File: src/hdl/cscm_defs.svh
`ifndef CSCM_DEFS_SVH
`define CSCM_DEFS_SVH

// Mode control bit positions
`define CSCM_MODE_OP_BIT      0
`define CSCM_MODE_MIXED_BIT   1
`define CSCM_MODE_ALB_BIT     2
`define CSCM_MODE_DLB_BIT     3
`define CSCM_MODE_CNT_LO      4
`define CSCM_MODE_CNT_HI      6
`define CSCM_MODE_SWRST_BIT   7

// Clock divider bit positions
`define CSCM_CLK_SCD_LO       2
`define CSCM_CLK_SCD_HI       3
`define CSCM_CLK_MCD_LO       4
`define CSCM_CLK_MCD_HI       6
`define CSCM_CLK_ECHO_BIT     7

// Power bit positions
`define CSCM_PWR_GLOBAL_BIT   0
`define CSCM_PWR_ADC_BIT      3
`define CSCM_PWR_DAC_BIT      4
`define CSCM_PWR_REF_BIT      5
`define CSCM_PWR_REFOUT_BIT   6
`define CSCM_PWR_HISUP_BIT    7

// Gain bit positions
`define CSCM_GAIN_IN_LO       0
`define CSCM_GAIN_IN_HI       2
`define CSCM_GAIN_MODRST_BIT  3
`define CSCM_GAIN_OUT_LO      4
`define CSCM_GAIN_OUT_HI      6
`define CSCM_GAIN_MUTE_BIT    7

// DAC timing bit positions
`define CSCM_DTM_ADV_LO       0
`define CSCM_DTM_ADV_HI       4
`define CSCM_DTM_BYP_BIT      5

// Register addresses
`define CSCM_ADDR_MODE        3'h0
`define CSCM_ADDR_CLKDIV      3'h1
`define CSCM_ADDR_POWER       3'h2
`define CSCM_ADDR_GAIN        3'h3
`define CSCM_ADDR_DACTIME     3'h4

// Reset values
`define CSCM_REG_RESET        8'h00
`define CSCM_DEV_ZERO         3'h0
`define CSCM_DEV_ONE          3'h1

// Timing, in master clock cycles
`define CSCM_RST_CYCLES       3'h4
`define CSCM_SLOW_RELOAD      11'h7ff
`define CSCM_FAST_RELOAD      11'h0ff
`define CSCM_WORD_BITS        5'h10
`define CSCM_CNT_LAST         5'h01
`define CSCM_CNT_IDLE         5'h00

`endif

File: src/hdl/cscm_pkg.sv
package cscm_pkg;

   typedef struct packed {
      logic [7:0] dac_timing_control;
      logic [7:0] gain_control;
      logic [7:0] power_control;
      logic [7:0] clock_divider_control;
      logic [7:0] mode_control;
   } cscm_regs_t;

   typedef struct packed {
      logic       ctl_flag;
      logic       rd_flag;
      logic [2:0] dev_addr;
      logic [2:0] reg_addr;
      logic [7:0] reg_data;
   } cscm_word_t;

   typedef enum logic [1:0] {
      CSCM_ST_RESET,
      CSCM_ST_PROGRAM,
      CSCM_ST_DATA,
      CSCM_ST_MIXED
   } cscm_state_t;

endpackage

File: src/hdl/cscm_rx.sv
`timescale 1ns/100ps
`include "cscm_defs.svh"

module cscm_rx (
   input  wire logic        clk,
   input  wire logic        rst,
   input  wire logic        serial_in,
   input  wire logic        in_frame_sync,
   output cscm_pkg::cscm_word_t word,
   output logic             word_valid
);

   logic [15:0] sh_r;
   logic [4:0]  cnt_r;
   logic [15:0] sh_nxt;

   assign sh_nxt = {sh_r[14:0], serial_in};

   // Sync high one cycle before the first bit, or on the last bit of a burst
   always_ff @(posedge clk) begin
      if (rst) begin
         cnt_r <= `CSCM_CNT_IDLE;
      end else if (in_frame_sync) begin
         cnt_r <= `CSCM_WORD_BITS;
      end else if (cnt_r != `CSCM_CNT_IDLE) begin
         cnt_r <= cnt_r - `CSCM_CNT_LAST;
      end
   end

   always_ff @(posedge clk) begin
      if (rst) begin
         sh_r <= 16'h0000;
      end else if (cnt_r != `CSCM_CNT_IDLE) begin
         sh_r <= sh_nxt;
      end
   end

   always_ff @(posedge clk) begin
      if (rst) begin
         word       <= '0;
         word_valid <= 1'b0;
      end else begin
         word_valid <= (cnt_r == `CSCM_CNT_LAST);
         if (cnt_r == `CSCM_CNT_LAST) begin
            word <= sh_nxt;
         end
      end
   end

endmodule

File: src/hdl/cscm_buf2.sv
`timescale 1ns/100ps

module cscm_buf2 (
   input  wire logic        clk,
   input  wire logic        rst,
   input  wire logic        in_valid,
   output logic             in_ready,
   input  cscm_pkg::cscm_word_t in_data,
   output logic             out_valid,
   input  wire logic        out_ready,
   output cscm_pkg::cscm_word_t out_data
);

   cscm_pkg::cscm_word_t mem_r [2];
   logic                 wp_r;
   logic                 rp_r;
   logic [1:0]           cnt_r;
   logic                 push;
   logic                 pop;

   assign in_ready  = (cnt_r != 2'h2);
   assign out_valid = (cnt_r != 2'h0);
   assign out_data  = mem_r[rp_r];
   assign push      = in_valid && in_ready;
   assign pop       = out_valid && out_ready;

   always_ff @(posedge clk) begin
      if (push) begin
         mem_r[wp_r] <= in_data;
      end
   end

   always_ff @(posedge clk) begin
      if (rst) begin
         wp_r  <= 1'b0;
         rp_r  <= 1'b0;
         cnt_r <= 2'h0;
      end else begin
         if (push) begin
            wp_r <= ~wp_r;
         end
         if (pop) begin
            rp_r <= ~rp_r;
         end
         cnt_r <= cnt_r + {1'b0, push} - {1'b0, pop};
      end
   end

endmodule

File: src/hdl/cscm_top.sv
`timescale 1ns/100ps
`include "cscm_defs.svh"

// Function
// - Mode register bit 0: 0 program mode, 1 data mode.
// - Mode bit 1 enables mixed mode; bits 2,3 (analog, digital loop-back) are stored but drive nothing.
// - Mode bits 6:4 hold cascade device count, bit 4 least significant.
// - Writing 1 to mode bit 7 starts software reset; 0 does nothing.
// - Clock divider: bits 3:2 serial, 6:4 master divider, bit 7 echo.
// - Power: global, ADC, DAC, reference, reference output, high supply.
// - Gain: input gain, modulator reset, output gain, mute.
// - DAC timing: bits 4:0 load advance, bit 5 interpolator bypass.
// - In program mode frames with the control flag set are control words; others are dropped.
// - Address zero accepted; otherwise decremented and forwarded out.
// - Once serial enable rises after reset, output frame sync is raised.
// - Output frames every 2048 clocks until divider written, then 256.
// - Program mode output words carry the ADC sample when no forward is pending.
// - Data mode without mixed: every frame is DAC data.
// - Data mode counts frames; frame matching device count loads DAC.
// - Plain data mode ignores control changes until hardware reset.
// - Mixed mode frame with MSB 0: 15 bits to DAC, LSB zero.
// - Mixed mode forces MSB of each ADC output word to zero.
// - Mixed mode may be entered by the very first control word.
// - Control word: flag, read, device address, register address, data.
// - Any reset clears registers, lasts 4 clocks, leaves program mode.
// - Read word returns register contents in the outgoing data field.
module cscm_top (
   input  wire logic               clk,
   input  wire logic               rst,
   input  wire logic               serial_port_enable,
   input  wire logic               serial_in,
   input  wire logic               in_frame_sync,
   input  wire logic [15:0]        adc_sample,
   output logic                    serial_out,
   output logic                    out_frame_sync,
   output cscm_pkg::cscm_regs_t    ctrl_regs,
   output cscm_pkg::cscm_state_t   op_state,
   output logic                    in_reset,
   output logic [15:0]             dac_data,
   output logic                    dac_load,
   output logic                    rx_overrun
);

   cscm_pkg::cscm_regs_t  regs_r;
   cscm_pkg::cscm_state_t st_r;
   cscm_pkg::cscm_state_t st_nxt;
   cscm_pkg::cscm_word_t  rx_word;
   cscm_pkg::cscm_word_t  head;
   cscm_pkg::cscm_word_t  fwd_r;
   logic                  rx_valid;
   logic                  rx_ready;
   logic                  head_valid;
   logic                  head_take;
   logic [2:0]            rst_cnt_r;
   logic                  busy;
   logic                  fwd_v_r;
   logic                  fast_r;
   logic [10:0]           tmr_r;
   logic                  sample_evt;
   logic [15:0]           tx_sh_r;
   logic [4:0]            tx_cnt_r;
   logic [2:0]            frm_cnt_r;
   logic                  is_ctl;
   logic                  is_dac;
   logic                  mine;
   logic                  ctl_wr;
   logic                  ctl_rd;
   logic                  swrst_req;
   logic                  echo;
   logic [15:0]           dac_word;
   logic [15:0]           tx_word;

   function automatic logic [7:0] reg_read(input cscm_pkg::cscm_regs_t r,
                                           input logic [2:0] a);
      logic [7:0] v;
      v = 8'h00;
      case (a)
         `CSCM_ADDR_MODE:    v = r.mode_control;
         `CSCM_ADDR_CLKDIV:  v = r.clock_divider_control;
         `CSCM_ADDR_POWER:   v = r.power_control;
         `CSCM_ADDR_GAIN:    v = r.gain_control;
         `CSCM_ADDR_DACTIME: v = r.dac_timing_control;
         default:            v = 8'h00;
      endcase
      return v;
   endfunction

   function automatic cscm_pkg::cscm_state_t mode_of(input logic [7:0] m);
      cscm_pkg::cscm_state_t s;
      s = cscm_pkg::CSCM_ST_PROGRAM;
      if (m[`CSCM_MODE_OP_BIT]) begin
         s = m[`CSCM_MODE_MIXED_BIT] ? cscm_pkg::CSCM_ST_MIXED
                                     : cscm_pkg::CSCM_ST_DATA;
      end
      return s;
   endfunction

   cscm_rx u_rx (
      .clk           (clk),
      .rst           (rst),
      .serial_in     (serial_in),
      .in_frame_sync (in_frame_sync),
      .word          (rx_word),
      .word_valid    (rx_valid)
   );

   // Holds two frames while the decoder waits on a pending forward
   cscm_buf2 u_buf (
      .clk       (clk),
      .rst       (rst),
      .in_valid  (rx_valid),
      .in_ready  (rx_ready),
      .in_data   (rx_word),
      .out_valid (head_valid),
      .out_ready (head_take),
      .out_data  (head)
   );

   // Reset sequencing, shared by the pin and the mode register bit
   assign busy = (rst_cnt_r != 3'h0);

   always_ff @(posedge clk) begin
      if (rst) begin
         rst_cnt_r <= `CSCM_RST_CYCLES;
      end else if (swrst_req) begin
         rst_cnt_r <= `CSCM_RST_CYCLES;
      end else if (busy) begin
         rst_cnt_r <= rst_cnt_r - 3'h1;
      end
   end

   // Frame classification
   // Held frames wait one more edge until the state has left reset
   assign head_take = head_valid && !busy && !fwd_v_r
                   && (st_r != cscm_pkg::CSCM_ST_RESET);
   assign is_dac    = (st_r == cscm_pkg::CSCM_ST_DATA)
                   || (st_r == cscm_pkg::CSCM_ST_MIXED && !head.ctl_flag);
   assign is_ctl    = head.ctl_flag
                   && (st_r == cscm_pkg::CSCM_ST_PROGRAM
                       || st_r == cscm_pkg::CSCM_ST_MIXED);
   assign mine      = (head.dev_addr == `CSCM_DEV_ZERO);
   assign ctl_wr    = head_take && is_ctl && mine && !head.rd_flag;
   assign ctl_rd    = head_take && is_ctl && mine && head.rd_flag;
   assign swrst_req = ctl_wr && (head.reg_addr == `CSCM_ADDR_MODE)
                   && head.reg_data[`CSCM_MODE_SWRST_BIT];
   assign echo      = regs_r.clock_divider_control[`CSCM_CLK_ECHO_BIT];

   // Register bank; reset bit never stored
   always_ff @(posedge clk) begin
      if (rst || busy || swrst_req) begin
         regs_r <= {5{`CSCM_REG_RESET}};
      end else if (ctl_wr) begin
         case (head.reg_addr)
            `CSCM_ADDR_MODE: begin
               regs_r.mode_control <= head.reg_data;
            end
            `CSCM_ADDR_CLKDIV: begin
               regs_r.clock_divider_control <= head.reg_data;
            end
            `CSCM_ADDR_POWER: begin
               regs_r.power_control <= head.reg_data;
            end
            `CSCM_ADDR_GAIN: begin
               regs_r.gain_control <= head.reg_data;
            end
            `CSCM_ADDR_DACTIME: begin
               regs_r.dac_timing_control <= head.reg_data;
            end
            default: begin
            end
         endcase
      end
   end

   // Operating state follows the mode register
   always_comb begin
      st_nxt = mode_of(regs_r.mode_control);
      if (busy) begin
         st_nxt = cscm_pkg::CSCM_ST_RESET;
      end
   end

   always_ff @(posedge clk) begin
      if (rst) begin
         st_r <= cscm_pkg::CSCM_ST_RESET;
      end else begin
         st_r <= st_nxt;
      end
   end

   // Sample rate switches after first divider write
   always_ff @(posedge clk) begin
      if (rst || busy) begin
         fast_r <= 1'b0;
      end else if (ctl_wr && head.reg_addr == `CSCM_ADDR_CLKDIV) begin
         fast_r <= 1'b1;
      end
   end

   // Forward slot: decremented words, read replies, echoed writes
   always_ff @(posedge clk) begin
      if (rst || busy) begin
         fwd_v_r <= 1'b0;
         fwd_r   <= '0;
      end else if (head_take && is_ctl && !mine) begin
         fwd_v_r        <= 1'b1;
         fwd_r          <= head;
         fwd_r.dev_addr <= head.dev_addr - `CSCM_DEV_ONE;
      end else if (ctl_rd) begin
         fwd_v_r        <= 1'b1;
         fwd_r          <= head;
         fwd_r.reg_data <= reg_read(regs_r, head.reg_addr);
      end else if (ctl_wr && echo && !swrst_req) begin
         fwd_v_r <= 1'b1;
         fwd_r   <= head;
      end else if (sample_evt) begin
         fwd_v_r <= 1'b0;
      end
   end

   // DAC frames counted against the cascade count
   assign dac_word = (st_r == cscm_pkg::CSCM_ST_MIXED) ? {head[14:0], 1'b0}
                                                       : head;
   always_ff @(posedge clk) begin
      if (rst || busy) begin
         frm_cnt_r <= `CSCM_DEV_ZERO;
         dac_data  <= 16'h0000;
         dac_load  <= 1'b0;
      end else begin
         dac_load <= 1'b0;
         if (head_take && is_dac) begin
            if (frm_cnt_r == regs_r.mode_control[`CSCM_MODE_CNT_HI:`CSCM_MODE_CNT_LO]) begin
               frm_cnt_r <= `CSCM_DEV_ZERO;
               dac_data  <= dac_word;
               dac_load  <= 1'b1;
            end else begin
               frm_cnt_r <= frm_cnt_r + `CSCM_DEV_ONE;
            end
         end
      end
   end

   // Sample timer; idles at zero until the serial port is enabled
   assign sample_evt = (tmr_r == 11'h000) && serial_port_enable && !busy;
   always_ff @(posedge clk) begin
      if (rst || busy) begin
         tmr_r <= 11'h000;
      end else if (sample_evt) begin
         tmr_r <= fast_r ? `CSCM_FAST_RELOAD : `CSCM_SLOW_RELOAD;
      end else if (tmr_r != 11'h000) begin
         tmr_r <= tmr_r - 11'h001;
      end
   end

   // Outgoing word: pending forward wins over the ADC sample
   always_comb begin
      tx_word = adc_sample;
      if (fwd_v_r) begin
         tx_word = fwd_r;
      end else if (st_r == cscm_pkg::CSCM_ST_MIXED) begin
         tx_word = {1'b0, adc_sample[14:0]};
      end
   end

   always_ff @(posedge clk) begin
      if (rst || busy) begin
         out_frame_sync <= 1'b0;
         serial_out     <= 1'b0;
         tx_sh_r        <= 16'h0000;
         tx_cnt_r       <= `CSCM_CNT_IDLE;
      end else begin
         out_frame_sync <= sample_evt;
         if (sample_evt) begin
            tx_sh_r  <= tx_word;
            tx_cnt_r <= `CSCM_WORD_BITS;
         end else if (tx_cnt_r != `CSCM_CNT_IDLE) begin
            serial_out <= tx_sh_r[15];
            tx_sh_r    <= {tx_sh_r[14:0], 1'b0};
            tx_cnt_r   <= tx_cnt_r - `CSCM_CNT_LAST;
         end else begin
            serial_out <= 1'b0;
         end
      end
   end

   // Overrun: frame arrived with both buffer slots taken
   always_ff @(posedge clk) begin
      if (rst) begin
         rx_overrun <= 1'b0;
      end else begin
         rx_overrun <= rx_valid && !rx_ready;
      end
   end

   always_ff @(posedge clk) begin
      if (rst) begin
         ctrl_regs <= {5{`CSCM_REG_RESET}};
         op_state  <= cscm_pkg::CSCM_ST_RESET;
         in_reset  <= 1'b1;
      end else begin
         ctrl_regs <= regs_r;
         op_state  <= st_r;
         in_reset  <= busy;
      end
   end

endmodule

File: config.mk
export PLATFORM = sky130hd
export DESIGN_NAME = cscm_top
export DESIGN_NICKNAME = d
export VERILOG_FILES = /design/src/hdl/cscm_pkg.sv /design/src/hdl/cscm_rx.sv /design/src/hdl/cscm_buf2.sv /design/src/hdl/cscm_top.sv
export VERILOG_INCLUDE_DIRS = /design/src /design/src/hdl
export SDC_FILE = /design/constraint.sdc
export NUM_CORES = 1
export LEC_CHECK = 0
export ABC_CLOCK_PERIOD_IN_PS = 3600
export BUFFER_PORTS_ARGS = -buffer_cell sky130_fd_sc_hd__buf_2
export CORE_MARGIN = 10
export CORE_UTILIZATION = 40
export DETAILED_ROUTE_END_ITERATION = 12
export SYNTH_ARGS = -nofsm -noshare
export SYNTH_HDL_FRONTEND = slang
export SYNTH_SLANG_ARGS = --single-unit
File: constraint.sdc
create_clock -name clk -period 3.6 [get_ports clk]
set_input_delay 0.36 -clock clk [delete_from_list [all_inputs] [get_ports clk]]
set_output_delay 0.36 -clock clk [all_outputs]
set_load 0.05 [all_outputs]
### Word level (Yosys, flattened, before mapping)

Memories as Yosys holds them, arrays and structs flattened. A register that Yosys moved wholly into a read port is not among the register bits.
Cells that the tools add are included.

* output and inout bits: 63
* bits in writable memories: 32
* memories: 1
* register bits: 202
* logic and storage cells: 154

* equality and inequality tests: 10
* bitwise gates (word level): 4
* multiplexer cells: 29
* add/sub/neg operators: 8
* reduce and logical (&&, ||, !) cells: 58

Memory list
* u_buf.mem_r: words 2, bits a word 16, read ports 1, clocked after Yosys merged registers in 1, write ports 1, line cscm_buf2.sv:14 `cscm_pkg::cscm_word_t mem_r [2];`

Operators by type and width (number)
* two-way mux 16 bit: 8
* case mux 8 bit (5 select lines): 1
* two-way mux 11 bit: 3
* logical AND 1 bit: 21
* two-way mux 5 bit: 4
* two-way mux 1 bit: 12
* AND reduction 2 bit: 6
* logical NOT 11 bit: 1
* nonzero test 11 bit: 1
* subtractor 11 x 1 -> 11 bit, second input constant: 1
* nonzero test 2 bit: 5
* nonzero test 5 bit: 2
* OR reduction 2 bit: 5
* subtractor 5 x 1 -> 5 bit, second input constant: 2
* logical NOT 1 bit: 7
* == test 3 x 2 -> 1 bit, second input constant: 2
* logical NOT 3 bit: 2
* nonzero test 3 bit: 2
* subtractor 3 x 1 -> 3 bit, second input constant: 2
* == test 5 x 1 -> 1 bit, second input constant: 1
* == test 2 bit, second input constant: 2
* logical OR 1 bit: 4
* inverter 1 bit: 4
* nonzero test 4 bit: 1
* other kinds (10): 10

### Depth between registers and ports, before layout

* depth in word-level cells: 15
* depth in mapped cells: 10
* gate-level depth less buffers: 10

### Modules after synthesis

A second synthesis with hierarchy kept.

* cells, all modules: 964
* area, all modules: 9729.3 µm²

By module, submodules not included
* cscm_top: cells an instance 728, times used 1, sequential area each 3223.1 µm², area each 6932.9 µm²
* cscm_buf2: cells an instance 74, times used 1, sequential area each 1061.0 µm², area each 1438.9 µm²
* cscm_rx: cells an instance 162, times used 1, sequential area each 740.7 µm², area each 1357.6 µm²

### Worst setup path after synthesis

Ideal clock, no wire load.

* path type: reg2reg
* start point: register with a tool-made name
* end point: register regs_r[27] (netlist bit)
* library setup time: 145 ps
* arrival time: 2565 ps
* required time: 3455 ps
* stages on the path, launching flop included: 11
* path slack: 889 ps
* path through: dfxtp_1 buf_6 buf_4 buf_2 mux2i_1 ha_1 o21ai_2 o41ai_2 buf_2 buf_2 a211oi_1

RTL lines
* to (signal assigned): line cscm_top.sv:151 `` regs_r <= {5{`CSCM_REG_RESET}}; ``
* to (decl): line cscm_top.sv:44 `cscm_pkg::cscm_regs_t regs_r;`

==> key figures <==
Floorplan
  • Floorplan die width: 173 um
  • DIE HEIGHT: about 170 um
  • Initial Util: between 40% and 50%
  • Core area: around 23,000 um2
  • Die Area: 29,800 um2
  • # rows: 55
  • I/O pin total: 84

Final layout
  • Antenna fix cells: 0
  • Area grow syn2layout: 17.2%
  • Final Net Count: about 1,000
  • Share of layout cells above drive strength 1: 16.3%
  • FILL cells: between 2,000 and 2,500
  • Final core utilization: 47.9%

Clock tree
  • Clock sinks: 235
  • Clock slew seen by the registers of the worst setup and hold paths: 0.06 ns
  • CTS Buf Count: 26
  • Clk root buf: clkbuf_16
  • H-tree Lvls: 1
  • CTS tree: done
  • CTS resizes: 0
  • Clock Path Buffers: 3
  • Setup Buffers After CTS: 0
  • Clk Latency, worst-skew pair: 0.52 ns
  • CTS Hold Buffers Added: 0

Timing
  • Pins Over Slew Limit: 0
  • Final worst slack: 0.700 ns
  • Fmax achieved: between 300 and 400 MHz
  • Final hold vios: 0
  • RSZ-0062 raised after global routing: no
  • Period Utilization, post-route: 80.5%
  • Clock Skews: between 0.01 and 0.015 ns
  • Slew headroom: 32.8%
  • Worst Tran Pin Value: 0.980 ns
  • TNS Setup: 0 ns
  • Final worst path period need: just under 3 ns
  • Setup-failing EPs final: 0

Worst setup path
  • Critical path class: register to register
  • Crit path required time: 4.05 ns
  • Internal reg-to-reg setup slack: 0.70 ns
  • CP endpoint kind: register
  • Slowest stage delay, CP: 0.83 ns
  • R2R Path End: fwd_r[12]
  • Number of cells on the worst reg-to-reg path: 6
  • Critical Path AT: 3.35 ns
  • Slowest CP cell: o311a_1
  • Worst Setup Start Kind: register
  • CP cell instances: buf_4 -> mux2_2 -> o21ai_0 -> o311a_1 -> o311ai_0 -> a21oi_1
  • Critical path fanouts, max: 32

Yosys
  • Largest family of logic cells by synthesized area: simple AND/OR/NAND/NOR gates
  • Synth cell count leaders: dfxtp_1, nand2_1, nor2_1
  • Multiplexer area fraction after synthesis: 5.40%
  • Top FF cell, synth: dfxtp_1
  • Syn_nets: 969
  • EDFF count, synth: 32
  • Mapped Cells: 935
  • Mean area per synthesized cell: 9.95 um2
  • Cell with the most instances after synthesis: dfxtp_1
  • Synthesis Warnings: 0
  • FFs w/ async S/R, synth: 0%
  • Adder-Cell Fraction of Synth Area: 1.75%
  • Top cell type's share of synthesized area: 43.7%
  • Compound-Gate Fraction of Synth Area: 15.0%
  • Xor/xnor share of the synthesized area: 2.26%
  • Distinct cell type count after synthesis: 54
  • Synth top area cells: dfxtp_1, edfxtp_1, a211oi_1
  • Count of state elements after synthesis: 235
  • Sequential area share after synthesis: ~54%
  • Simple-gate share of the synthesized area: 17.8%
  • Synthesized cell area: 9310 um2
  • Synth area leader: dfxtp_1

Detailed routing
  • Vias/cell: 5.05
  • Via Count: 6,792
  • DRT Pass-1 Iters: 5
  • Drt wl/cell: 16.4 um
  • First DRT Iteration DRCs: 419
  • WL final: roughly 22,000 um
  • Post-route ant nets: 0
  • Post-route DRC: 0

Min path
  • Hold path endpoint: u_rx.cnt_r[0]
  • HP Start: in_frame_sync
  • Hold Crit Class: input pin to register
  • Hold path cells: 2

Pwr
  • Leakage power figure: between 4 and 5 nW
  • Power per cell area: 573 nW/um2
  • Maximum vdd ir drop: 0.361 mV

Placement
  • Placed wire-length estimate: 15,000 um
  • Post-place setup slack: between 0.7 and 0.8 ns
  • Gp weighted congestion: ~0.82
  • Buffers on Ports: 83

Global routing
  • First-pass GRT wire length: ~36,000 um
  • Initial antenna violation count: 1
  • Largest net degree at the start of global routing: 48
  • Gr ovfl total: 0
  • Vias in the first global route: about 6,700
  • GRT Total Usage: 14.3%

Outcome
  • Status: completed

Run
  • Max-cap violations: 0
-- area by class of cell --
type	count	area [um2]	area share (%)
Clock inverter	12	108	0.986
Inverter	18	67.6	0.619
Tap cell	313	392	3.59
Clock buffer	36	771	7.07
Sequential cell	235	5020	46.1
Multi-Input combinational cell	624	3950	36.2
Timing Repair Buffer	107	596	5.46
-- how the worst max path moves through the flow --
stage                        start    endpoint  depth (start not counted)
after floorplan           register  regs_r[27]                         10
after global placement    register   fwd_r[12]                          6
after detailed placement  register   fwd_r[12]                          6
after CTS                 register   fwd_r[12]                          6
after global routing      register   fwd_r[12]                          5
final                     register   fwd_r[12]                          6
-- worst max-delay path: cells and delay by family (launching register included) --
kind	cells	cell delay [ns]
multiplexers	1	0.42
buffers and inverters	1	0.37
AO/OA/AOI/OAI	4	1.53
flip-flops	1	0.49
-- state kept, by name, summed over array words and instances (netlist names), 15 cells and up, named ones only --
name	flops
tx_sh_r	16
regs_r	39
dac_data	16
u_buf.mem_r	32
u_rx.sh_r	15
ctrl_regs	40
fwd_r	16
u_rx.word	16
-- cells in the final DEF, fill, tap and decap left out, types with 18 or more instances in the layout --
cell       instances
nor2b_1           57
buf_4             24
clkbuf_16         28
a21oi_1           61
dfxtp_1          203
a211oi_1          78
buf_2             83
nand3_1           22
nand2_1          111
inv_1             18
o21ai_0           23
edfxtp_1          32
mux2i_1           42
nor2_1            80
-- cells by family (layout without fill, tap and decap cells) --
group,count (synthesis),in the layout
muxes,48,48
AOI/OAI and AO/OA,207,207
adders and majority gates,13,13
DFF,235,235
and+or+nand+nor,332,332
xor gates and xnor gates,24,24
buffers and inverters,76,173
-- report_power, final --
part	total, mW	internal [mW]	switching (mW)
clock	2.66	1.63	1.03
combinational	0.813	0.278	0.535
sequential	2.78	2.73	0.0502
-- per-stage QoR --
step / hold slack [ns] / instances / area, um2 / power (mW)
after CTS: 0.0566 / 1345 / 10900 / 6.32
after global placement: 0.434 / 1297 / 10000 / 3.64
final: 0.0644 / 1345 / 10900 / 6.25
after floorplan: 0.417 / 935 / 9310 / 3.48
after global routing: 0.0592 / 1345 / 10900 / 6.54
after detailed placement: 0.439 / 1297 / 10000 / 3.65
-- metal layers --
metal	routed length, um	vias to the layer above	global-route usage (%)
met1	10500	3156	19.2
met5	13	-	0
met3	1240	28	3.22
met4	327	2	3.52
met2	9960	148	22.7
li1	-	3458	-
Note: power is estimated with default switching activity, not from simulation.
